[config.mk]
export PLATFORM = sky130hd
export DESIGN_NAME = bsc_ctrl
export DESIGN_NICKNAME = d
export VERILOG_FILES = /design/src/bsc_pkg.sv /design/src/bsc_sync.sv /design/src/bsc_ctrl.sv
export VERILOG_INCLUDE_DIRS = /design/src /design/src/src
export SDC_FILE = /design/constraint.sdc
export NUM_CORES = 1
export LEC_CHECK = 0
export ABC_CLOCK_PERIOD_IN_PS = 3300
export BUFFER_PORTS_ARGS = -buffer_cell sky130_fd_sc_hd__buf_2
export CORE_MARGIN = 4
export CORE_UTILIZATION = 56
export DETAILED_ROUTE_END_ITERATION = 10
export GPL_ROUTABILITY_DRIVEN = 0
export HOLD_SLACK_MARGIN = 0.1
export MAX_ROUTING_LAYER = met4
export PLACE_DENSITY = 0.85
export RECOVER_POWER = 25
export SKIP_LAST_GASP = 1
export SLEW_MARGIN = 20
export SYNTH_ARGS = -nofsm -noshare
export SYNTH_HDL_FRONTEND = slang
export SYNTH_HIERARCHICAL = 1
export SYNTH_SLANG_ARGS = --single-unit
[constraint.sdc]
create_clock -name CLOCK -period 3.3 [get_ports CLOCK]
set_input_delay 0.495 -clock CLOCK [delete_from_list [all_inputs] [get_ports CLOCK]]
set_output_delay 0.495 -clock CLOCK [all_outputs]
set_load 0.01 [all_outputs]
[src/bsc_map.svh]
// Purpose: Offsets, fields, reset values and timing of the converter control block
// Assumes: CLOCK at 20 MHz, Wishbone words at aligned byte addresses
// Notes: Soft-start and delay durations are in microseconds and their cycle counts derive from them; init and switching divider are in cycles
`ifndef BSC_MAP_SVH
`define BSC_MAP_SVH

`define BSC_CLK_MHZ 20
`define BSC_SS_T0_US 500
`define BSC_SS_T1_US 1000
`define BSC_SS_T2_US 2000
`define BSC_SS_T3_US 4000
`define BSC_DLY_US 10
`define BSC_INIT_CYC 64
`define BSC_SW_DIV 8

`define BSC_ADR_CTL1 8'h00
`define BSC_ADR_CTL2 8'h04
`define BSC_ADR_CTL3 8'h08
`define BSC_ADR_SET 8'h0C
`define BSC_ADR_STAT 8'h10

`define BSC_C1_FORCED_PWM_MODE 0
`define BSC_C1_RNG 1
`define BSC_C1_RAMP 3
`define BSC_C1_SPREAD 5
`define BSC_C2_SS 0
`define BSC_C3_SINGLE 0

`define BSC_C1_RST 8'h04
`define BSC_C2_RST 8'h01
`define BSC_C3_RST 8'h00

`endif

[src/bsc_pkg.sv]
// Purpose: Types shared by the converter control block
// Assumes: Nothing beyond SystemVerilog 2012
// Notes: Constants live in bsc_map.svh
`default_nettype none
package bsc_pkg;
	typedef enum {ST_INIT, ST_OFF, ST_DELAY, ST_RAMP, ST_RUN} bsc_state_t;
	typedef enum logic [1:0] {CM_OFF, CM_CCM, CM_DCM, CM_PFM} bsc_cmode_t;
	typedef struct packed {
		logic [1:0] voltage_select_pin;
		logic [1:0] frequency_select_pin;
		logic sync_out;
	} bsc_cfg_t;
	typedef struct packed {
		logic cyc;
		logic stb;
		logic we;
		logic [7:0] adr;
		logic [3:0] sel;
		logic [31:0] dat;
	} bsc_wb_req_t;
endpackage
`default_nettype wire

[src/bsc_sync.sv]
// Purpose: Two-flop synchroniser for pin inputs
// Assumes: Inputs are asynchronous levels
// Notes: First stage feeds only the second stage
`default_nettype none
module bsc_sync #(
	parameter int W = 1
) (
	input wire logic clk,
	input wire logic rst,
	input wire logic ce,
	input wire logic [W-1:0] d,
	output logic [W-1:0] q
);
	genvar i;
	generate
		for (i = 0; i < W; i++) begin : g_bit
			logic meta_r;
			logic sync_r;
			always_ff @(posedge clk) begin
				if (rst) begin
					meta_r <= 1'b0;
					sync_r <= 1'b0;
				end else if (ce) begin
					meta_r <= d[i];
					sync_r <= meta_r;
				end
			end
			assign q[i] = sync_r;
		end
	endgenerate
endmodule
`default_nettype wire

[src/bsc_ctrl.sv]
// Purpose: Mode selection, enable handshake and start-up sequence
// Assumes: Classic Wishbone slave, byte lane 0 carries register data
// Notes: Supply loss restarts initialisation and reloads defaults
`include "bsc_map.svh"
`default_nettype none
module bsc_ctrl #(
	parameter int SS_CYC0 = `BSC_SS_T0_US * `BSC_CLK_MHZ,
	parameter int SS_CYC1 = `BSC_SS_T1_US * `BSC_CLK_MHZ,
	parameter int SS_CYC2 = `BSC_SS_T2_US * `BSC_CLK_MHZ,
	parameter int SS_CYC3 = `BSC_SS_T3_US * `BSC_CLK_MHZ,
	parameter int DLY_CYC = `BSC_DLY_US * `BSC_CLK_MHZ,
	parameter int INIT_CYC = `BSC_INIT_CYC,
	parameter int SW_DIV = `BSC_SW_DIV,
	parameter bit HAS_SERIAL = 1'b1,
	parameter logic [7:0] SET_DEF0 = 8'h46,
	parameter logic [7:0] SET_DEF1 = 8'h50,
	parameter logic [7:0] SET_DEF2 = 8'h50,
	parameter logic [7:0] SET_DEF3 = 8'h5F
) (
	input wire logic CLOCK,
	input wire logic RST,
	input wire logic CE,
	input wire bsc_pkg::bsc_wb_req_t WB_I,
	output logic [31:0] WB_DAT_O,
	output logic WB_ACK_O,
	input wire logic MODE_PIN,
	input wire logic EN_IN,
	output logic EN_OUT,
	output logic EN_OE,
	input wire logic SUPPLY_OK,
	input wire logic FAULT_TSD,
	input wire logic FAULT_OVP,
	input wire logic [1:0] LOAD_LVL,
	input wire logic PULSE_REQ,
	input wire logic [1:0] VOLTAGE_SELECT_PIN_PIN,
	input wire logic [1:0] FREQUENCY_SELECT_PIN_PIN,
	input wire logic SYNC_OUT_PIN,
	output bsc_pkg::bsc_cfg_t CFG_O,
	output logic REF_EN,
	output logic SERIAL_OPEN,
	output logic SWITCH_EN,
	output bsc_pkg::bsc_cmode_t CONV_MODE,
	output logic PULSE_OUT,
	output logic RAMP_ACTIVE,
	output logic [7:0] TARGET_SET,
	output logic [1:0] TARGET_RANGE,
	output logic [1:0] RAMP_RATE
);
	import bsc_pkg::*;

	// ==========================================
	// Pin synchronisation
	logic [12:0] sq;
	logic mode_s;
	logic en_s;
	logic supply_s;
	logic fault_s;
	logic [1:0] load_s;
	logic preq_s;
	logic [1:0] voltage_select_pin_s;
	logic [1:0] frequency_select_pin_s;
	logic syo_s;

	bsc_sync #(.W(13)) u_sync (
		.clk(CLOCK),
		.rst(RST),
		.ce(CE),
		.d({MODE_PIN, EN_IN, SUPPLY_OK, FAULT_TSD, FAULT_OVP, LOAD_LVL,
			PULSE_REQ, VOLTAGE_SELECT_PIN_PIN, FREQUENCY_SELECT_PIN_PIN, SYNC_OUT_PIN}),
		.q(sq)
	);

	assign {mode_s, en_s, supply_s} = sq[12:10];
	assign fault_s = sq[9] | sq[8];
	assign load_s = sq[7:6];
	assign preq_s = sq[5];
	assign voltage_select_pin_s = sq[4:3];
	assign frequency_select_pin_s = sq[2:1];
	assign syo_s = sq[0];

	// Supply loss behaves as a power-on reset of everything past the synchroniser except the Wishbone ack and read data, which only RST clears
	logic pwr_rst;
	assign pwr_rst = RST | !supply_s;

	// ==========================================
	// Registers
	logic [7:0] c1_r;
	logic [7:0] c2_r;
	logic [7:0] c3_r;
	logic [7:0] set_r;
	logic forced_pwm_mode_bit;
	logic spread_bit;
	logic single_bit;
	assign forced_pwm_mode_bit = c1_r[`BSC_C1_FORCED_PWM_MODE];
	assign spread_bit = c1_r[`BSC_C1_SPREAD];
	assign single_bit = c3_r[`BSC_C3_SINGLE];

	bsc_state_t st_r;
	bsc_state_t st_nxt;
	logic [31:0] cnt_r;
	logic [31:0] cnt_nxt;
	logic init_last;
	logic run_ok;
	logic open_r;
	assign init_last = (st_r == ST_INIT) && (cnt_r >= 32'(INIT_CYC - 1));
	assign run_ok = en_s && !fault_s;

	logic req;
	logic ack_r;
	logic wr_en;
	assign req = WB_I.cyc & WB_I.stb;
	// Write lands on the edge where the master sees ack
	assign wr_en = req & ack_r & WB_I.we & WB_I.sel[0] & open_r;

	function automatic logic [7:0] def_set(input logic [1:0] code);
		return code[1] ? (code[0] ? SET_DEF3 : SET_DEF2) : (code[0] ? SET_DEF1 : SET_DEF0);
	endfunction

	always_ff @(posedge CLOCK) begin
		if (pwr_rst) begin
			c1_r <= `BSC_C1_RST;
			c2_r <= `BSC_C2_RST;
			c3_r <= `BSC_C3_RST;
			set_r <= 8'h00;
		end else if (CE) begin
			if (init_last) begin
				set_r <= def_set(voltage_select_pin_s);
			end else if (wr_en) begin
				case (WB_I.adr)
					`BSC_ADR_CTL1: c1_r <= WB_I.dat[7:0];
					`BSC_ADR_CTL2: c2_r <= WB_I.dat[7:0];
					`BSC_ADR_CTL3: c3_r <= WB_I.dat[7:0];
					`BSC_ADR_SET: set_r <= WB_I.dat[7:0];
					default: ;
				endcase
			end
		end
	end

	// ==========================================
	// Start-up sequence
	logic [1:0] ss_dur_r;
	logic [31:0] ss_len;
	always_comb begin
		ss_len = 32'(SS_CYC1);
		unique case (ss_dur_r)
			2'h0: ss_len = 32'(SS_CYC0);
			2'h1: ss_len = 32'(SS_CYC1);
			2'h2: ss_len = 32'(SS_CYC2);
			2'h3: ss_len = 32'(SS_CYC3);
		endcase
	end

	always_comb begin
		st_nxt = st_r;
		cnt_nxt = cnt_r + 32'h1;
		unique case (st_r)
			ST_INIT: begin
				if (init_last) begin
					st_nxt = ST_OFF;
					cnt_nxt = 32'h0;
				end
			end
			ST_OFF: begin
				cnt_nxt = 32'h0;
				if (run_ok) begin
					st_nxt = ST_DELAY;
				end
			end
			ST_DELAY: begin
				if (!run_ok) begin
					st_nxt = ST_OFF;
					cnt_nxt = 32'h0;
				end else if (cnt_r >= 32'(DLY_CYC - 1)) begin
					st_nxt = ST_RAMP;
					cnt_nxt = 32'h0;
				end
			end
			ST_RAMP: begin
				if (!run_ok) begin
					st_nxt = ST_OFF;
					cnt_nxt = 32'h0;
				end else if (cnt_r >= ss_len - 32'h1) begin
					st_nxt = ST_RUN;
					cnt_nxt = 32'h0;
				end
			end
			ST_RUN: begin
				cnt_nxt = 32'h0;
				if (!run_ok) begin
					st_nxt = ST_OFF;
				end
			end
		endcase
	end

	always_ff @(posedge CLOCK) begin
		if (pwr_rst) begin
			st_r <= ST_INIT;
			cnt_r <= 32'h0;
		end else if (CE) begin
			st_r <= st_nxt;
			cnt_r <= cnt_nxt;
		end
	end

	// Reference comes up first, then pins are read at the end of init
	always_ff @(posedge CLOCK) begin
		if (pwr_rst) begin
			REF_EN <= 1'b0;
			CFG_O <= '0;
		end else if (CE) begin
			REF_EN <= 1'b1;
			if (init_last) begin
				CFG_O <= '{voltage_select_pin: voltage_select_pin_s, frequency_select_pin: frequency_select_pin_s, sync_out: syo_s};
			end
		end
	end

	// ==========================================
	// Enable pin and access gate
	always_ff @(posedge CLOCK) begin
		if (pwr_rst) begin
			EN_OE <= 1'b1;
			EN_OUT <= 1'b0;
			open_r <= 1'b0;
			SERIAL_OPEN <= 1'b0;
		end else if (CE) begin
			EN_OUT <= 1'b0;
			// Stacked parts rely on this pulldown to stop together
			EN_OE <= (st_r == ST_INIT) | (fault_s & !single_bit);
			open_r <= (st_r != ST_INIT) & HAS_SERIAL;
			SERIAL_OPEN <= (st_r != ST_INIT) & HAS_SERIAL;
		end
	end

	// ==========================================
	// Targets captured at ramp start
	always_ff @(posedge CLOCK) begin
		if (pwr_rst) begin
			TARGET_SET <= 8'h00;
			TARGET_RANGE <= 2'h0;
			RAMP_RATE <= 2'h0;
			ss_dur_r <= 2'h1;
			RAMP_ACTIVE <= 1'b0;
		end else if (CE) begin
			RAMP_ACTIVE <= (st_nxt == ST_RAMP);
			// Taken at ramp start, then followed again only once the ramp is over
			if ((st_r == ST_DELAY && st_nxt == ST_RAMP) || st_r == ST_RUN) begin
				TARGET_SET <= set_r;
				TARGET_RANGE <= c1_r[`BSC_C1_RNG +: 2];
				RAMP_RATE <= c1_r[`BSC_C1_RAMP +: 2];
			end
			if (st_r == ST_DELAY && st_nxt == ST_RAMP) begin
				ss_dur_r <= c2_r[`BSC_C2_SS +: 2];
			end
		end
	end

	// ==========================================
	// Conduction mode and pulses
	logic [7:0] sw_cnt_r;
	logic sw_tick;
	logic forced;
	bsc_cmode_t load_mode;
	assign sw_tick = (sw_cnt_r == 8'h00);
	assign forced = mode_s | forced_pwm_mode_bit | spread_bit;
	always_comb begin
		if (load_s[1]) begin
			load_mode = CM_CCM;
		end else if (load_s[0]) begin
			load_mode = CM_DCM;
		end else begin
			load_mode = CM_PFM;
		end
	end

	always_ff @(posedge CLOCK) begin
		if (pwr_rst) begin
			sw_cnt_r <= 8'h00;
		end else if (CE) begin
			sw_cnt_r <= sw_tick ? 8'(SW_DIV - 1) : sw_cnt_r - 8'h01;
		end
	end

	always_ff @(posedge CLOCK) begin
		if (pwr_rst) begin
			CONV_MODE <= CM_OFF;
			SWITCH_EN <= 1'b0;
			PULSE_OUT <= 1'b0;
		end else if (CE) begin
			SWITCH_EN <= run_ok && (st_r == ST_RAMP || st_r == ST_RUN);
			if (st_r == ST_RAMP) begin
				CONV_MODE <= CM_DCM;
			end else if (st_r != ST_RUN || !run_ok) begin
				CONV_MODE <= CM_OFF;
			end else if (sw_tick) begin
				// Changing only on the switching tick keeps transitions clean
				CONV_MODE <= forced ? CM_CCM : load_mode;
			end
			PULSE_OUT <= sw_tick && SWITCH_EN && (CONV_MODE != CM_OFF) &&
				(CONV_MODE != CM_PFM || preq_s);
		end
	end

	// ==========================================
	// Wishbone answer
	logic [31:0] stat;
	assign stat = {19'h0, forced, syo_s, frequency_select_pin_s, voltage_select_pin_s, CONV_MODE, SWITCH_EN,
		RAMP_ACTIVE, fault_s, en_s, open_r};

	always_ff @(posedge CLOCK) begin
		if (RST) begin
			ack_r <= 1'b0;
			WB_DAT_O <= 32'h0;
		end else if (CE) begin
			ack_r <= req & !ack_r;
			if (req & !ack_r) begin
				WB_DAT_O <= 32'h0;
				if (open_r) begin
					case (WB_I.adr)
						`BSC_ADR_CTL1: WB_DAT_O <= {24'h0, c1_r};
						`BSC_ADR_CTL2: WB_DAT_O <= {24'h0, c2_r};
						`BSC_ADR_CTL3: WB_DAT_O <= {24'h0, c3_r};
						`BSC_ADR_SET: WB_DAT_O <= {24'h0, set_r};
						`BSC_ADR_STAT: WB_DAT_O <= stat;
						default: WB_DAT_O <= 32'h0;
					endcase
				end
			end
		end
	end
	assign WB_ACK_O = ack_r;
endmodule
`default_nettype wire

---- Yosys cells after proc, flatten, opt, wreduce, memory -nomap -nowiden ----
Cells that the tools add are included.
storage, ports and cells
  register bits ........................... 190
  input port bits ......................... 63
  output and inout bits ................... 59
  word-level logic and storage cells ...... 151
cells by class
  add/subtract/negate cells ............... 3
  $lt $le $gt $ge ......................... 3
  equal/unequal tests ..................... 17
  mux-type cells .......................... 30
  bitwise operators ....................... 13
  reductions and logical operators ........ 36
operators by type and width
  kind                   number
  $mux 32                12
  $pmux 32 s4            2
  $pmux 32 s5            1
  $eq 32x3->1 const B    4
  $pmux 13 s5            1
  $eq 32x2->1 const B    2
  $logic_not 32->1       2
  $add 32x1->32 const B  1
  $eq 32x1->1 const B    1
  $eq 32x4->1 const B    1
  $ge 32x32->1           1
  $ge 32x6->1 const B    1
  $ge 32x8->1 const B    1
  $mux 8                 4
  $ne 32x4->1 const B    1
  $reduce_bool 32->1     1
  $sub 32x1->32 const B  1
  $eq 8x4->1 const B     2
  $logic_not 8->1        2
  $mux 13                1
  $reduce_and 4->1       3
  $mux 2                 5
  $mux 5                 2
  $reduce_and 2->1       5
  other kinds (19)       45

---- Longest topological paths before layout ----
Gate-level depths: netlist (run 1).
  word-level depth ........................ 11
  mapped depth ............................ 12
  gate-level depth less buffers ........... 11

---- Modules after synthesis ----
The synthesis (run 1) kept the hierarchy.
modules (own cells, without submodules)
  module    times used  cells each  area an instance (um^2)  seq. area each (um^2)
  bsc_ctrl  1           834         7250.7                   2902.8
  bsc_sync  1           97          1041.0                   520.5

---- Worst setup path before layout (run 1) ----
No wires, ideal clock.
  path kind ............................... register to register
  from .................................... register ss_dur_r[1]
  to ...................................... register RAMP_RATE[1]
  library setup time ...................... 0.072 ns
  arrival time ............................ 2.658 ns
  required time ........................... 3.228 ns
  slack ................................... 0.570 ns
  cell stages (with the launch flop) ...... 11
  buffers on the path ..................... 1
  clock period less this slack ............ 2.730 ns
  path through ............................ dfxtp_1 inv_1 ha_1 ha_1 and4_1 and4b_1 a211oi_1 a221oi_1 a41oi_2 buf_4 mux2i_1
on the way
  longest elaborated chain between the ends .. 11
  elaborated cells between the ends (all ways) .. 14
  classes of those cells .................. add/sub (1); order compare (1); eq/ne (4); mux (4); reduce/logical (4)
ends and longest elaborated chain
  item                                RTL line         RTL
  from (decl)                         bsc_ctrl.sv:142  logic [1:0] ss_dur_r;
  from (signal assigned)              bsc_ctrl.sv:255  ss_dur_r <= c2_r[`BSC_C2_SS +: 2];
  $eq 2x2->1 (tied with other cells)  bsc_ctrl.sv:146  unique case (ss_dur_r)
  $pmux 32 s4 *                       bsc_ctrl.sv:146
  $sub 32x1->32 *                     bsc_ctrl.sv:183  end else if (cnt_r >= ss_len - 32'h1) begin
  $ge 32x32->1 *                      bsc_ctrl.sv:183
  $mux 32 *                           bsc_ctrl.sv:183
  $mux 32 *                           bsc_ctrl.sv:180  if (!run_ok) begin
  $pmux 32 s5 *                       bsc_ctrl.sv:157  unique case (st_r)
  $eq 32x3->1 *                       bsc_ctrl.sv:249  if ((st_r == ST_DELAY && st_nxt == ST_RAMP) || st_r == ST_RUN) begin
  $logic_and 1x1->1 *                 bsc_ctrl.sv:249
  $logic_or 1x1->1 *                  bsc_ctrl.sv:249
  $reduce_and 2->1 (no line) *        -
  to (signal assigned)                bsc_ctrl.sv:252  RAMP_RATE <= c1_r[`BSC_C1_RAMP +: 2];
  to (decl)                           bsc_ctrl.sv:47   output logic [1:0] RAMP_RATE
Every way passes the cells marked *; elsewhere a longest branch is shown, timed or not. The select of a mux whose other input is x is not followed.
A chain may end at the register's enable or synchronous reset.

---- Worst setup path in the final report (run 1) ----
  from .................................... register ss_dur_r[0]
  to ...................................... register TARGET_SET[4]
on the way
  longest elaborated chain between the ends .. 11
  elaborated cells between the ends (all ways) .. 14
  classes of those cells .................. add/sub (1); order compare (1); eq/ne (4); mux (4); reduce/logical (4)
ends and longest elaborated chain
  item                                RTL line         RTL
  $eq 2x2->1 (tied with other cells)  bsc_ctrl.sv:146
  $pmux 32 s4 *                       bsc_ctrl.sv:146
  $sub 32x1->32 *                     bsc_ctrl.sv:183
  $ge 32x32->1 *                      bsc_ctrl.sv:183
  $mux 32 *                           bsc_ctrl.sv:183
  $mux 32 *                           bsc_ctrl.sv:180
  $pmux 32 s5 *                       bsc_ctrl.sv:157
  $eq 32x3->1 *                       bsc_ctrl.sv:249
  $logic_and 1x1->1 *                 bsc_ctrl.sv:249
  $logic_or 1x1->1 *                  bsc_ctrl.sv:249
  $reduce_and 2->1 (no line) *        -
  to (signal assigned)                bsc_ctrl.sv:250  TARGET_SET <= set_r;
  to (decl)                           bsc_ctrl.sv:45   output logic [7:0] TARGET_SET,
Marks and branches as above.

==> run metrics, run 1 <==
Lkg Pwr=about 0.0036 uW; antenna-violating nets left=0; nets=1065; Num CTS Buffers=17; placed cells=between 1000 and 1500; final wirelength=a little under 20000 um; post-route minimum period=3.12 ns; CTS clk-pin slew, worst paths=0.07 ns; Pre-Repair DR Iteration Count=7; area leader, netlist=dfxtp_1; setup tns final=0 ns; total grt overflow=0; CTS H-tree depth=4; CTS sink count=around 170; area delta synth->final=10.9%; Initial DRC Count=between 600 and 700; Avg Inst Size Synth=around 8.9 um^2; dpl ws=0.368 ns; Post-Synthesis Cells=just over 900; unrepaired setup endpoints after global routing=no; CTS tree=built; Post-synth top cells=dfxtp_1, nor2_1, nand2_1; Post-Synth Simple-Gate Area=around 25%; Clock Tree Buf Depth=2; HP Start=FREQUENCY_SELECT_PIN_PIN[0]; Yosys warning count=6; Core Area=around 15000 um^2; VDD IR-drop max=0.445 mV; register area share after synthesis=41.3%; skew final=0.0128 ns; # setup viols final=0; Clock Root Buffer=clkbuf_16; Max-Slew Margin vs Limit=-18.2%; prevailing post-synth register cell=dfxtp_1; Final Slew Violations=59; CP Max Fanout=12; Worst Reg2Reg Path Length in Cells=12; reg2reg setup slack=between 0.15 and 0.2 ns; DR vias/cell=5.98; initial core utilization=a little under three fifths; post-CTS setup buffer count=0; Row Count=44; Hold EP=u_sync/g_bit[1].meta_r; reg2reg start=ss_dur_r[0]; via count=approximately 7000; dpl hpwl=13500 um; library cells used by synthesis=77; top cells by area, synth=dfxtp_1, mux2i_1, nor2_1; worst-margin pin slew=approximately 1.8 ns; Post-Syn Area=8290 um^2; share of cells above drive strength 1=a little under an eighth; die width=around 130 um; Final Non-Filler Cells=~1200; period utilization=94.4%; crit path DAT=around 3.5 ns; setup ws final=between 0.15 and 0.2 ns; hold violation total from the final report=0; Post-CTS Resized=0; post-synthesis mux area share=between 8 and 9%; largest net degree at the start of global routing=65; adder-cell share of the synthesized area=3.92%; flops & latches, synth=roughly 170; Hold Crit Depth=3; port bufs=74; status=finished, violations left; wire length of the first global-routing pass=32200 um; crit path kind=reg -> reg; failing checks=capacitance limit, slew limit; Post-synth ARST share=0%; Synth Area in Compound Gates=~13%; Hold/Removal Path Class=in -> reg; Tot GR Track Use=24.4%; Critical Path RT=3.65 ns; pwr/cell area=between 400 and 500 nW/um^2; XOR/XNOR Fraction of Synth Area=under 10%; die height=approximately 130 um; Max Cap Violations=2; largest family of logic cells by synthesized area=simple AND/OR/NAND/NOR gates; Crit. End Element=flop; vias in the first global route=between 6000 and 7000; Startpoint Class=flop; CTS Hold Bufs=0; post-synth top area share=between 40% and 50%; full die area=16800 um^2; count leader, synth=dfxtp_1; residual DRC count=0; reg2reg end=TARGET_SET[4]; I/O pin count=approximately 120; DR WL/cell=between 15 and 20 um; antenna violations before repair=0; EDFF count, synth=0; # diodes=0; Fmax achieved=approximately 320 MHz; clk_lat worst skew=roughly 0.44 ns
## placed cells by master (no fill, tap or decap), drive strengths merged, types with 4 or more instances in the layout
cell type  netlist  layout
nand2b           4       4
nor2           109     109
dfxtp          171     171
o211ai          14      14
inv             17      24
ha              26      26
clkinv           0       6
clkbuf          39      58
and3            14      14
a31o            11      11
xnor2           11      11
or4              5       5
and4             9       9
o21ai           10      10
a2111oi          4       4
nor4            24      24
and2            35      35
a211oi           5       5
or2              5       5
nand2           99      99
a21oi           32      32
a31oi            6       6
buf             45      50
mux2i           68      68
or3              6       6
nor3            16      16
xor2            12      12
conb             1      20
a22oi           21      21
nand4           24      24
nand3           39      39
## sequential cells by signal, summed over array words and instances, names as in the netlist
name / flops
open_r: 1
cnt_r: 32
WB_ACK_O: 1
WB_DAT_O: 13
TARGET_SET: 8
EN_OE: 1
RAMP_RATE: 2
SWITCH_EN: 1
st_r: 32
REF_EN: 1
c2_r: 8
u_sync/g_bit.sync_r: 13
CONV_MODE: 2
ss_dur_r: 2
sw_cnt_r: 8
u_sync/g_bit.meta_r: 13
c3_r: 8
set_r: 8
CFG_O: 5
RAMP_ACTIVE: 1
TARGET_RANGE: 2
c1_r: 8
PULSE_OUT: 1
## worst max-delay path by stage
stage	slack, ns	end	depth (start not counted)	startpoint
after global placement	0.45	cnt_r[26]	11	ss_dur_r[1]
after CTS	0.21	TARGET_SET[4]	12	ss_dur_r[0]
final	0.18	TARGET_SET[4]	12	ss_dur_r[0]
after detailed placement	0.37	TARGET_SET[4]	12	ss_dur_r[0]
after floorplan	0.57	RAMP_RATE[1]	10	ss_dur_r[1]
after global routing	0.001	TARGET_SET[4]	12	ss_dur_r[0]
## logic make-up after synthesis
kind of cell             after synthesis
multiplexers                          68
adder cells (fa/ha/maj)               26
AO/OA/AOI/OAI                        139
AND/OR/NAND/NOR                      402
flip-flops                           171
other                                  1
XOR/XNOR                              23
buffers and inverters                101
## critical path: stages (launching register included)
cell	delay, ns
dfxtp_1	0.44
inv_1	0.15
ha_1	0.22
inv_1	0.09
nand4b_1	0.13
ha_1	0.38
nand4_1	0.13
o211ai_1	0.32
nor4_1	0.09
a221oi_1	0.43
a41oi_2	0.19
buf_4	0.24
mux2i_1	0.21
## metrics by stage
step	hold slack, ns	cell area [um^2]	utilization, %	total power [uW]
2_1_floorplan	0.430	8360	-	2270
3_3_place_gp	0.439	8610	59.3	2290
3_5_place_dp	0.444	8610	59.3	2290
4_1_cts	0.278	9240	63.6	4340
5_1_grt	0.303	9190	63.2	4450
6_report	0.289	9190	63.2	4320
## power breakdown
group          internal [uW]  leakage, uW  switching (uW)  total (uW)
sequential              2080      0.00138            13.7        2090
clock                   1100     0.000300             974        2070
combinational           53.9      0.00192             101         155
## cell type report
type / instances / area, um^2
timing repair buffer: 91 / 458
fill: 1208 / 5340
clock buffer: 17 / 425
clock inverter: 15 / 201
multi-input combinational: 678 / 4390
inverter: 17 / 63.8
tap: 184 / 230
sequential: 171 / 3420
## layer usage
layer | wire length, um | vias up | part of all wire (%) | GRT usage (%)
li1 | - | 3388 | - | -
met1 | 8680 | 3281 | 44 | 32.4
met2 | 9190 | 303 | 47 | 37.2
met3 | 1550 | 37 | 7.8 | 5.65
met4 | 301 | 0 | 1.5 | 7.15
met5 | 0 | - | 0 | -
(Power assumes the default switching activity.)
==> run 2, diff against run 1 <==
--- a/config.mk
+++ b/config.mk
@@ -14,7 +14,7 @@
 export GPL_ROUTABILITY_DRIVEN = 0
 export HOLD_SLACK_MARGIN = 0.1
 export MAX_ROUTING_LAYER = met4
-export PLACE_DENSITY = 0.85
+export PLACE_DENSITY = 0.78
 export RECOVER_POWER = 25
 export SKIP_LAST_GASP = 1
 export SLEW_MARGIN = 20
==> run 2 against run 1 <==
  * Largest power group unchanged
  * Sequential power is essentially flat
  * Sequential share of layout area rose by 0.051 points
  * Via count fell by 1.5%
  * Die area is the same
  * Critical endpoint is now ss_dur_r[0]
  * The flow still finishes with violations (capacitance limit, slew limit)
  * Maximum frequency rose by 3.6%
  * Cell count about the same
  * First-iteration DRC count decreased by 3.0%
  * Wire length decreased by 2.0%
  * Clock-buffer cell count stayed put
  * Clock power down 3%
==> run metrics, run 2 (synthesis gave the netlist of run 1 again) <==
status=finished, violations left; failing checks=capacitance limit, slew limit; # diodes=0 (unchanged); area delta synth->final=10.7%; Clock Tree Buf Depth=2 (unchanged); Critical Path RT=3.66 ns (about the same); Fmax achieved=333 MHz (+3.6%); largest registers=cnt_r x32, st_r x32; Critical Path Most Common Cell=ha_1; Lkg Pwr=0.00365 uW (+1.4%); I/O pin count=122 (unchanged); most frequent cells in the layout=dfxtp_1, nor2_1, nand2_1; Crit. End Element=flop; crit path DAT=3.37 ns (-0.10 ns); port bufs=74 (unchanged); Hold EP=u_sync/g_bit[3].meta_r; total grt overflow=0 (unchanged); Max Cap Violations=1 (-1); Post-CTS Resized=0 (unchanged); Row Count=44 (unchanged); DR WL/cell=16.5 um (-2.1%); Top Layer Used=met4; Core Area=14500 um^2 (unchanged); # setup viols final=0 (unchanged); reg2reg start=ss_dur_r[1]; Max-Slew Margin vs Limit=-0.706% (+17 points); Final Non-Filler Cells=1174 (+0.085%); Final Slew Violations=39 (-34%); skew final=0.0140 ns (+0.00127 ns); clk_lat worst skew=0.43 ns (about the same); wire length of the first global-routing pass=31500 um (-2.2%); worst-margin pin slew=1.51 ns (-0.259 ns); CTS sink count=171 (unchanged); period utilization=91.1% (-3.3 points); residual DRC count=0 (unchanged); Tot GR Track Use=24.0% (-0.34 points); HP Start=VOLTAGE_SELECT_PIN_PIN[0]; Initial DRC Count=620 (-3.0%); met3 wire length=1440 um (-6.9%); metal2 WL=8760 um (-4.7%); CTS clk-pin slew, worst paths=0.07 ns (about the same); unrepaired setup endpoints after global routing=no; placed cells=1142 (+0.088%); Area after DPL=8620 um^2 (about the same); die width=130 um (unchanged); DR vias/cell=5.88 (-1.6%); Pre-Repair DR Iteration Count=6 (-1); design area=9180 um^2 (-0.14%); setup tns final=0 ns (unchanged); share of cells above drive strength 1=13.4% (+1.6 points); antenna-violating nets left=0 (unchanged); nets=1066 (+0.094%); Sequential cell area=3420 um^2 (unchanged); dpl hpwl=13500 um (-0.25%); commonest non-fill, non-tap cell in the layout=dfxtp_1; Num CTS Buffers=17 (unchanged); Worst Reg2Reg Path Length in Cells=10 (-2); pwr/cell area=464 nW/um^2 (-1.3%); VDD IR-drop max=0.492 mV (+11%); largest net degree at the start of global routing=51 (-22%); crit-path max cell delay=0.53 ns (+0.09 ns); vias in the first global route=6268 (-3.2%); Startpoint Class=flop; post-route core utilization=63.2% (-0.086 points); crit path kind=reg -> reg; Hold Crit Depth=3 (unchanged); reg2reg end=ss_dur_r[0]; post-route minimum period=3.01 ns (-0.110 ns); post-CTS setup buffer count=0 (unchanged); reg2reg setup slack=0.29 ns (+0.11 ns); final wirelength=19300 um (-2.0%); antenna violations before repair=0 (unchanged); Clock Root Buffer=clkbuf_16; CP Max Fanout=7 (-5); multi-input logic area=4390 um^2 (-0.11%); # fillers=1236 (+2.3%); via count=6906 (-1.5%); initial core utilization=57.1% (unchanged); hold violation total from the final report=0 (unchanged); full die area=16800 um^2 (unchanged); Hold/Removal Path Class=in -> reg; CTS Hold Bufs=0 (unchanged); M1 WL=8840 um (+1.8%); Critical-path top delay cell=a311oi_1; CTS tree=built; CTS H-tree depth=4 (unchanged); worst-path cell chain=inv_1, ha_1, ha_1, and4_1, and4b_1, a211oi_1, buf_4, a221oi_1, a311oi_1, mux2i_1; die height=130 um (unchanged)
==> run 2: cell types whose count changed in the layout (fill, tap and decap cells not counted), sizes merged <==
cell      previous run  this run
buf                 50        65
inv                 24        26
clkinv               6         3
clkbuf              58        44
clkinvlp             1         2
==> run 2: worst max-delay path: cells and delay by family (launching register included) <==
kind / cells / cell delay, ns
buf+inv: 2 / 0.36
compound gates: 3 / 0.93
fa+ha+maj: 2 / 0.56
flops: 1 / 0.45
simple gates: 2 / 0.41
mux: 1 / 0.24
==> run 2: routing by layer <==
metal  up-vias  track usage (%)
met1      3255             33.2
met3        24             5.23
met4         0             7.33
li1       3385                -
met2       242             35.3
met5         -                -
==> run 2: power by group <==
part | switching, uW | total (uW) | leakage [uW] | internal, uW
clock | 927 | 2010 | 0.000289 | 1080
combinational | 102 | 156 | 0.00198 | 54.6
sequential | 13.7 | 2090 | 0.00138 | 2080
==> run 2: layout make-up <==
type | count | share of cell area [%]
sequential | 171 | 37.3
clock inverter | 15 | 1.88
tap | 184 | 2.51
clock buffer | 17 | 4.63
multi-input combinational | 678 | 47.8
inverter | 17 | 0.695
timing repair buffer | 92 | 5.22
==> run 2: metrics by stage <==
stage / worst slack (ns) / total power (uW) / hold WS (ns)
floorplan: 0.570 / 2270 / 0.430
global placement: 0.403 / 2290 / 0.440
detailed placement: 0.349 / 2290 / 0.445
CTS: 0.325 / 4290 / 0.277
global route: 0.0562 / 4410 / 0.296
finish: 0.294 / 4260 / 0.290
==> run 2: worst max-delay path by stage <==
stage | from | end | slack, ns | cells after the start
2_1_floorplan | ss_dur_r[1] | RAMP_RATE[1] | 0.57 | 10
3_3_place_gp | ss_dur_r[1] | ss_dur_r[1] | 0.40 | 10
3_5_place_dp | ss_dur_r[1] | TARGET_SET[5] | 0.35 | 11
4_1_cts | ss_dur_r[1] | TARGET_SET[5] | 0.33 | 11
5_1_grt | ss_dur_r[0] | TARGET_SET[5] | 0.06 | 12
6_report | ss_dur_r[1] | ss_dur_r[0] | 0.29 | 10
